==> src/power_seq_defs.vh <==
// Command codes, reset values and timing constants of the sequencing bank
`ifndef POWER_SEQ_DEFS_VH
`define POWER_SEQ_DEFS_VH
`define CMD_IIN_OC_LIMIT 8'h5B
`define CMD_ON_DELAY 8'h60
`define CMD_ON_RAMP 8'h61
`define CMD_OFF_DELAY 8'h64
`define CMD_OFF_RAMP 8'h65
`define CMD_PAGE 8'h00
`define CMD_COMMIT 8'hE7
`define RST_IIN_OC_LIMIT 16'h0032
`define MAX_IIN_OC_LIMIT 16'h0032
`define RST_ON_DELAY 16'h0014
`define RST_ON_RAMP 16'h01F4
`define RST_OFF_DELAY 16'h0000
`define MAX_OFF_DELAY 16'h2710
`define RST_OFF_RAMP 16'h01F4
`define MAX_OFF_RAMP 16'h2710
`define DELAY_STEP_US 10
`define RAMP_STEP_US 1
`define CLOCK_MHZ 100
`define DELAY_TICK_CYCLES (`DELAY_STEP_US * `CLOCK_MHZ)
`define RAMP_TICK_CYCLES (`RAMP_STEP_US * `CLOCK_MHZ)
`endif

==> src/power_seq_regs.v <==
// Sequencing and input overcurrent limit command bank
//
// Behaviour
// - Overcurrent limit, amperes, resets 50, writes above 50 are clamped.
// - New overcurrent limit takes effect only at the commit command.
// - Turn-on delay in 10 us counts, resets to 200 us.
// - Turn-off delay in 10 us counts, resets zero, capped at 100 ms.
// - Rise time in microseconds, resets to 500 us.
// - Fall time in microseconds, 0 to 10000, resets to 500 us.
// - Rise ramp rate computed from voltage target at commit.
// - Fall ramp rate computed from voltage target at commit.
// - Overcurrent limit is one global value for both outputs.
// - Delay and ramp settings kept per output, chosen by page.
// - Each command except commit is a readable and writable two-byte word; commit reads as zero.
`timescale 1ns/1ps
`default_nettype none
`include "power_seq_defs.vh"
module power_seq_regs #(
	parameter PAGES = 2,
	parameter VOUT_W = 16
) (
	input wire clock_in, // System clock, 100 MHz
	input wire rstn_in, // Synchronous reset, active low
	input wire ce_in, // Clock enable, freezes state when low
	input wire [7:0] cmd_in, // Command code of the transaction
	input wire wr_in, // Write strobe, one cycle
	input wire rd_in, // Read strobe, one cycle
	input wire [15:0] wdata_in, // Write word
	input wire [VOUT_W-1:0] vout_target_in, // Output voltage target
	input wire [PAGES-1:0] enable_pin_in, // Output enable pins
	output reg [15:0] rdata_out, // Read word
	output reg rvalid_out, // Read data valid, one cycle
	output reg ack_out, // Command accepted, one cycle
	output reg nack_out, // Unknown command, one cycle
	output reg [15:0] active_oc_limit_out, // Committed overcurrent limit
	output reg [PAGES*VOUT_W-1:0] rise_rate_out, // Committed rise rate
	output reg [PAGES*VOUT_W-1:0] fall_rate_out, // Committed fall rate
	output reg [PAGES*2-1:0] phase_out, // Sequencer phase per output
	output reg [PAGES-1:0] ramping_out, // Ramp in progress per output
	output reg [PAGES-1:0] power_on_out // Output regulating per output
);
	localparam PW = (PAGES > 1) ? $clog2(PAGES) : 1;
	reg [15:0] oc_limit;
	reg [15:0] on_delay [0:PAGES-1];
	reg [15:0] on_ramp [0:PAGES-1];
	reg [15:0] off_delay [0:PAGES-1];
	reg [15:0] off_ramp [0:PAGES-1];
	reg [PW-1:0] page;
	reg [PAGES-1:0] en_s1, en_s2, en_s3, en_q;
	wire [PAGES*2-1:0] seq_phase;
	wire [PAGES-1:0] seq_ramp, seq_on;
	wire page_ok = ({{(16-PW){1'b0}}, page} < PAGES);
	reg [15:0] rd_word;
	reg known;
	// Clamped write words, chosen ahead of the command bank
	reg [15:0] next_oc_limit;
	reg [15:0] next_off_delay;
	reg [15:0] next_off_ramp;
	// Rates worked out for every page, latched only at commit
	wire [PAGES*VOUT_W-1:0] next_rise_rate;
	wire [PAGES*VOUT_W-1:0] next_fall_rate;
	// Quotient width: the wider of the target and the ramp word
	localparam QW = (VOUT_W > 16) ? VOUT_W : 16;
	wire [QW+VOUT_W-1:0] target_pad = {{QW{1'b0}}, vout_target_in};
	wire [QW-1:0] target_w = target_pad[QW-1:0];
	integer i;
	// ====================================================
	// Enable pin synchroniser: change taken when stages 2 and 3 agree
	always @(posedge clock_in) begin
		if (!rstn_in) begin
			en_s1 <= {PAGES{1'b0}};
			en_s2 <= {PAGES{1'b0}};
			en_s3 <= {PAGES{1'b0}};
			en_q <= {PAGES{1'b0}};
		end else if (ce_in) begin
			en_s1 <= enable_pin_in;
			en_s2 <= en_s1;
			en_s3 <= en_s2;
			// A lone disagreeing sample keeps the last level
			en_q <= (en_s2 & en_s3) | (en_q & (en_s2 | en_s3));
		end
	end
	// ====================================================
	// Read decode
	always @* begin
		rd_word = 16'h0000;
		known = 1'b1;
		case (cmd_in)
		`CMD_PAGE: rd_word = {{(16-PW){1'b0}}, page};
		`CMD_COMMIT: rd_word = 16'h0000;
		`CMD_IIN_OC_LIMIT: rd_word = oc_limit;
		// A page beyond the implemented count reads as zero
		`CMD_ON_DELAY: if (page_ok)
			rd_word = on_delay[page];
		`CMD_ON_RAMP: if (page_ok)
			rd_word = on_ramp[page];
		`CMD_OFF_DELAY: if (page_ok)
			rd_word = off_delay[page];
		`CMD_OFF_RAMP: if (page_ok)
			rd_word = off_ramp[page];
		default: known = 1'b0;
		endcase
	end
	// ====================================================
	// Write clamps: a word above its range is held at the top
	always @* begin
		next_oc_limit = wdata_in;
		next_off_delay = wdata_in;
		next_off_ramp = wdata_in;
		if (wdata_in > `MAX_IIN_OC_LIMIT)
			next_oc_limit = `MAX_IIN_OC_LIMIT;
		if (wdata_in > `MAX_OFF_DELAY)
			next_off_delay = `MAX_OFF_DELAY;
		if (wdata_in > `MAX_OFF_RAMP)
			next_off_ramp = `MAX_OFF_RAMP;
	end
	// ====================================================
	// Ramp rates: target per ramp microsecond, from the present target
	genvar r;
	generate
		for (r = 0; r < PAGES; r = r + 1) begin : rate
			wire [QW+15:0] rise_pad;
			wire [QW+15:0] fall_pad;
			wire [QW-1:0] rise_q;
			wire [QW-1:0] fall_q;
			assign rise_pad = {{QW{1'b0}}, on_ramp[r]};
			assign fall_pad = {{QW{1'b0}}, off_ramp[r]};
			// A zero ramp is a step: the whole target at once
			assign rise_q = (on_ramp[r] == 16'h0000) ? target_w :
				target_w / rise_pad[QW-1:0];
			assign fall_q = (off_ramp[r] == 16'h0000) ? target_w :
				target_w / fall_pad[QW-1:0];
			// Rate never exceeds the target, so the cut is exact
			assign next_rise_rate[r*VOUT_W +: VOUT_W] =
				rise_q[VOUT_W-1:0];
			assign next_fall_rate[r*VOUT_W +: VOUT_W] =
				fall_q[VOUT_W-1:0];
		end
	endgenerate
	// ====================================================
	// Command bank
	always @(posedge clock_in) begin
		if (!rstn_in) begin
			oc_limit <= `RST_IIN_OC_LIMIT;
			active_oc_limit_out <= `RST_IIN_OC_LIMIT;
			page <= {PW{1'b0}};
			for (i = 0; i < PAGES; i = i + 1) begin
				on_delay[i] <= `RST_ON_DELAY;
				on_ramp[i] <= `RST_ON_RAMP;
				off_delay[i] <= `RST_OFF_DELAY;
				off_ramp[i] <= `RST_OFF_RAMP;
			end
			rise_rate_out <= {PAGES*VOUT_W{1'b0}};
			fall_rate_out <= {PAGES*VOUT_W{1'b0}};
			rdata_out <= 16'h0000;
			rvalid_out <= 1'b0;
			ack_out <= 1'b0;
			nack_out <= 1'b0;
		end else if (ce_in) begin
			rvalid_out <= rd_in && known;
			ack_out <= (rd_in || wr_in) && known;
			nack_out <= (rd_in || wr_in) && !known;
			if (rd_in)
				rdata_out <= rd_word;
			// Delays and ramps reach the sequencers at once;
			// only the limit and the rates wait for commit
			if (wr_in) begin
				case (cmd_in)
				`CMD_PAGE: page <= wdata_in[PW-1:0];
				`CMD_IIN_OC_LIMIT:
					oc_limit <= next_oc_limit;
				`CMD_ON_DELAY: if (page_ok)
					on_delay[page] <= wdata_in;
				`CMD_ON_RAMP: if (page_ok)
					on_ramp[page] <= wdata_in;
				`CMD_OFF_DELAY: if (page_ok)
					off_delay[page] <= next_off_delay;
				`CMD_OFF_RAMP: if (page_ok)
					off_ramp[page] <= next_off_ramp;
				`CMD_COMMIT: begin
					active_oc_limit_out <= oc_limit;
					rise_rate_out <= next_rise_rate;
					fall_rate_out <= next_fall_rate;
				end
				default: ;
				endcase
			end
		end
	end
	// ====================================================
	// Per-output sequencers
	genvar g;
	generate
		for (g = 0; g < PAGES; g = g + 1) begin : seq
			output_sequencer u_seq (
				.clock_in(clock_in),
				.rstn_in(rstn_in),
				.ce_in(ce_in),
				.enable_in(en_q[g]),
				.on_delay_in(on_delay[g]),
				.on_ramp_in(on_ramp[g]),
				.off_delay_in(off_delay[g]),
				.off_ramp_in(off_ramp[g]),
				.phase_out(seq_phase[g*2 +: 2]),
				.ramping_out(seq_ramp[g]),
				.power_on_out(seq_on[g])
			);
		end
	endgenerate
	// ====================================================
	// Output registers, one stage behind the sequencers
	always @(posedge clock_in) begin
		if (!rstn_in) begin
			phase_out <= {PAGES*2{1'b0}};
			ramping_out <= {PAGES{1'b0}};
			power_on_out <= {PAGES{1'b0}};
		end else if (ce_in) begin
			phase_out <= seq_phase;
			ramping_out <= seq_ramp;
			power_on_out <= seq_on;
		end
	end
endmodule
`default_nettype wire

==> src/output_sequencer.v <==
// One output's delay and ramp sequencer
`timescale 1ns/1ps
`default_nettype none
`include "power_seq_defs.vh"
module output_sequencer #(
	parameter DELAY_TICK = `DELAY_TICK_CYCLES,
	parameter RAMP_TICK = `RAMP_TICK_CYCLES
) (
	input wire clock_in, // System clock
	input wire rstn_in, // Synchronous reset, active low
	input wire ce_in, // Clock enable
	input wire enable_in, // Output enable, synchronised
	input wire [15:0] on_delay_in, // Turn-on delay, 10 us counts
	input wire [15:0] on_ramp_in, // Rise time, us
	input wire [15:0] off_delay_in, // Turn-off delay, 10 us counts
	input wire [15:0] off_ramp_in, // Fall time, us
	output reg [1:0] phase_out, // 0 off, 1 on or off delay, 2 rise or fall ramp, 3 on
	output reg ramping_out, // Ramp in progress
	output reg power_on_out // Output regulating
);
	localparam S_OFF = 3'h0;
	localparam S_ONDLY = 3'h1;
	localparam S_RISE = 3'h2;
	localparam S_ON = 3'h3;
	localparam S_OFFDLY = 3'h4;
	localparam S_FALL = 3'h5;
	reg [2:0] state;
	reg [15:0] units;
	reg [15:0] tick;
	wire delay_st = (state == S_ONDLY) || (state == S_OFFDLY);
	wire tick_done = delay_st ? (tick == DELAY_TICK - 1) :
		(tick == RAMP_TICK - 1);
	wire unit_done = tick_done && (units <= 16'h0001);
	// ====================================================
	// Sequencing
	always @(posedge clock_in) begin
		if (!rstn_in) begin
			state <= S_OFF;
			units <= 16'h0000;
			tick <= 16'h0000;
			phase_out <= 2'h0;
			ramping_out <= 1'b0;
			power_on_out <= 1'b0;
		end else if (ce_in) begin
			tick <= tick_done ? 16'h0000 : tick + 16'h0001;
			if (tick_done && units != 16'h0000)
				units <= units - 16'h0001;
			case (state)
			S_OFF: begin
				tick <= 16'h0000;
				if (enable_in) begin
					state <= S_ONDLY;
					units <= on_delay_in;
				end
			end
			S_ONDLY: begin
				if (!enable_in) begin
					state <= S_OFF;
				end else if (units == 16'h0000 || unit_done) begin
					state <= S_RISE;
					units <= on_ramp_in;
					tick <= 16'h0000;
				end
			end
			S_RISE: begin
				if (units == 16'h0000 || unit_done) begin
					state <= S_ON;
				end
			end
			S_ON: begin
				tick <= 16'h0000;
				if (!enable_in) begin
					state <= S_OFFDLY;
					units <= off_delay_in;
				end
			end
			S_OFFDLY: begin
				if (enable_in) begin
					state <= S_ON;
				end else if (units == 16'h0000 || unit_done) begin
					state <= S_FALL;
					units <= off_ramp_in;
					tick <= 16'h0000;
				end
			end
			S_FALL: begin
				if (units == 16'h0000 || unit_done) begin
					state <= S_OFF;
				end
			end
			default: state <= S_OFF;
			endcase
			phase_out <= (state == S_ON) ? 2'h3 :
				(state == S_RISE || state == S_FALL) ? 2'h2 :
				(state == S_OFF) ? 2'h0 : 2'h1;
			ramping_out <= (state == S_RISE) || (state == S_FALL);
			power_on_out <= (state == S_ON);
		end
	end
endmodule
`default_nettype wire

==> config.mk <==
export PLATFORM = sky130hd
export DESIGN_NAME = power_seq_regs
export DESIGN_NICKNAME = d
export VERILOG_FILES = /design/src/power_seq_regs.v /design/src/output_sequencer.v
export VERILOG_INCLUDE_DIRS = /design/src /design/src/src
export SDC_FILE = /design/constraint.sdc
export NUM_CORES = 2
export LEC_CHECK = 0
export ABC_AREA = 1
export BUFFER_PORTS_ARGS = -buffer_cell sky130_fd_sc_hd__buf_4
export CORE_MARGIN = 3
export CORE_UTILIZATION = 55
export CTS_CLUSTER_SIZE = 40
export DETAILED_ROUTE_END_ITERATION = 10
export PLACE_DENSITY = 0.74
export SYNTH_ARGS = -nofsm -noshare
export SYNTH_HDL_FRONTEND = slang
export SYNTH_HIERARCHICAL = 1
export SYNTH_SLANG_ARGS = --single-unit
==> constraint.sdc <==
create_clock -name clock_in -period 34.7 [get_ports clock_in]
set_clock_uncertainty 0.05 [all_clocks]
set_input_delay 3.47 -clock clock_in [delete_from_list [all_inputs] [get_ports clock_in]]
set_output_delay 3.47 -clock clock_in [all_outputs]
set_load 0.01 [all_outputs]
==> run metrics <==
setup violators final 0; Final Hold Viols 0; Worst Path Required between 30 and 40 ns; dominant cell type by area after synthesis ha_1; Cells after DPL 8153; IO buf count 153; Sink Count 339; Post-DRT Antenna Nets 0; Peak VDD IR 0.00003455 V; initial drt markers between 5000 and 6000; DP HPWL between 100000 and 150000 microns; DRC 0; vias per cell 5.946; most numerous cell in the Yosys netlist nand2_1; largest net degree at the start of global routing slightly below 90; slowest CP cell clkinv_1; via count around 49000; layout cells sized above 1 0.1164; GRT Util Overall 0.3598; Die W 295.8 microns; Post-synth EDFFs 128; placer congestion estimate between 1 and 1.5; CP max FO 19; CTS Root Buffer Type clkbuf_16; period utilization 0.8844; fin. max-slew vios 0; Setup WS pre-CTS roughly 3.7 ns; # Post-CTS Setup Buffers 0; synth top area cells ha_1 15%, nand2_1 14%, dfxtp_1 9.1%; CP endpoint kind register; Synth Register Bits 339; Syn-to-layout area delta 7.260%; die area just under 90000 sq um; dpl cell area 48090 sq um; first-pass GRT wire length around 250000 microns; Max-Slew Margin vs Limit 0.1032; internal power 0.9512 mW; max-cap check violation count 0; critical path class in -> reg; Critical Path Max Stage Delay 0.65 ns; Finished Core Util 0.5995; WL per Instance 19.64 microns; ys async rst share 0; Reg power frac 0.273; critical path startpoint category input pin; hold crit path type reg -> reg; synthesized cell area around 46000 sq um; drt pass-1 iters 8; Final #Nets 7729; Final WS setup 4.013 ns; synth unique cells 84; Max Freq 32.59 MHz; # rows about 110; critical path's most frequent cell nand2_1; Skew-Pair Late Insertion Delay about 0.61 ns; Top FF cell, synth dfxtp_1; Critical Path AT between 30 and 40 ns; CTS tree built; setup TNS 0 ns; hold_buf cts 0; Slew @ Worst Pin around 1.3 ns; switching part of the total 0.4188; remaining global-route overflow 0; register area share after synthesis 0.1747; synth warn 6; Clock power frac 0.287; area share of the largest cell type after synthesis 0.1501; CTS clk-pin slew, worst paths roughly 0.06 ns; Starting Density 0.5590; Final min period just over 30 ns; outcome completed; final WL between 150000 and 200000 microns; vias in the first global route 45220; CP Buf/Inv Count 21; Commonest cells post-synth 1728 x nand2_1, 841 x inv_1, 608 x nand3_1, 554 x ha_1, 452 x nor2_1; Comb pwr share 0.440; die height 295.8 microns; Avg Inst Size Synth approximately 6.5 sq um; Clock Tree Buf Depth 3; fin cells roughly 8000; number of top-level pins roughly 150; core box area 82640 sq um; critical path's top delay family simple AND/OR/NAND/NOR gates; Leak between 20 and 25 nW; Inserted Clock Buffers 43; unrepaired setup endpoints after global routing no; # resized after CTS 0; htree depth 2; fin area about 50000 sq um; switching power ~0.7 mW; initial antenna violation count 5; Post-Syn Instances slightly above 7000; power per standard cell area around 33 nW/um^2
cell type report:
cell class / instances / area [sq um]
Tap cell: 1070 / 1339
Fill cell: 8061 / 33090
Clock buffer: 53 / 1146
Multi-Input combinational cell: 5631 / 33720
Antenna cell: 3 / 7.507
Timing Repair Buffer: 207 / 1554
Clock inverter: 27 / 295.3
Sequential cell: 339 / 8068
Inverter: 906 / 3408
flip-flops by register name, indices dropped and copies added (netlist names), 4 cells and up, named ones only:
register             cells
seq.u_seq/units         32
active_oc_limit_out     16
rise_rate_out           32
seq.u_seq/tick          32
off_ramp                32
on_ramp                 32
off_delay               32
rdata_out               16
seq.u_seq/state          6
phase_out                4
on_delay                32
oc_limit                16
seq.u_seq/phase_out      4
fall_rate_out           32
power groups by stage:
stage / clock network (mW) / logic [mW] / registers, mW
6_report: 0.470 / 0.720 / 0.447
5_1_grt: 0.490 / 0.808 / 0.448
3_5_place_dp: 0 / 0.702 / 0.455
3_3_place_gp: 0 / 0.688 / 0.454
4_1_cts: 0.473 / 0.707 / 0.446
2_1_floorplan: 0 / 0.555 / 0.447
final timing paths:
check	startpoint	end	slack, ns	cells past startpoint
min reg2reg	fall_rate_out[24]$_SDFFE_PN0P_	fall_rate_out[24]$_SDFFE_PN0P_	0.41	2
min	fall_rate_out[24]$_SDFFE_PN0P_	fall_rate_out[24]$_SDFFE_PN0P_	0.41	2
max	vout_target_in[15]	rise_rate_out[0]$_SDFFE_PN0P_	4.01	191
max reg2reg	on_ramp[1][0]$_SDFFCE_PN0P_	rise_rate_out[16]$_SDFFE_PN0P_	6.13	181
layout by cell type, fill, tap and decap left out, types with 29 or more instances in the layout:
master	count
nand2_1	1728
inv_1	840
nand3_1	608
ha_1	554
nor2_1	450
a21oi_1	448
o21ai_0	309
dfxtp_1	211
buf_4	207
xor2_1	162
edfxtp_1	128
nand2_2	110
nor3_1	108
or2_2	105
nand4_1	94
nand3_2	93
xnor2_1	90
and2_1	89
o21ai_1	81
o211ai_1	69
inv_2	53
clkbuf_16	43
o21ai_2	36
a221oi_1	35
o21a_1	33
nor4_1	33
o221ai_1	31
nand2_4	29
o21bai_1	29
worst min-delay path, cell delays in order (launching register included):
cell	delay [ns]
dfxtp_1	0.31
nand2_1	0.06
a21oi_1	0.05
through the flow:
step / power (mW) / hold WS, ns
detailed placement: 1.156 / 0.4061
finish: 1.637 / 0.4138
CTS: 1.626 / 0.4148
global placement: 1.143 / 0.4027
floorplan: 1.002 / 0.3910
global route: 1.745 / 0.4280
routing by layer:
| layer | track usage | share of wire | vias up |
|---|---|---|---|
| li1 | - | - | 23900 |
| met3 | 0.07100 | 0.11 | 412 |
| met4 | 0.1541 | 0.048 | 4 |
| met1 | 0.4802 | 0.42 | 22460 |
| met2 | 0.5658 | 0.43 | 2196 |
| met5 | 0 | 0.00016 | - |
kinds of logic after synthesis:
logic type                 after synthesis  share of synthesized area
muxes                                    8                   0.001734
adders and majority gates              554                     0.1501
buffers and inverters                 1122                    0.09633
AOI/OAI and AO/OA                     1228                     0.1619
other                                    1                 0.00008119
DFF                                    339                     0.1747
and+or+nand+nor                       3581                     0.3674
xor gates and xnor gates               252                    0.04778
Note: power is estimated with default switching activity, not from simulation.
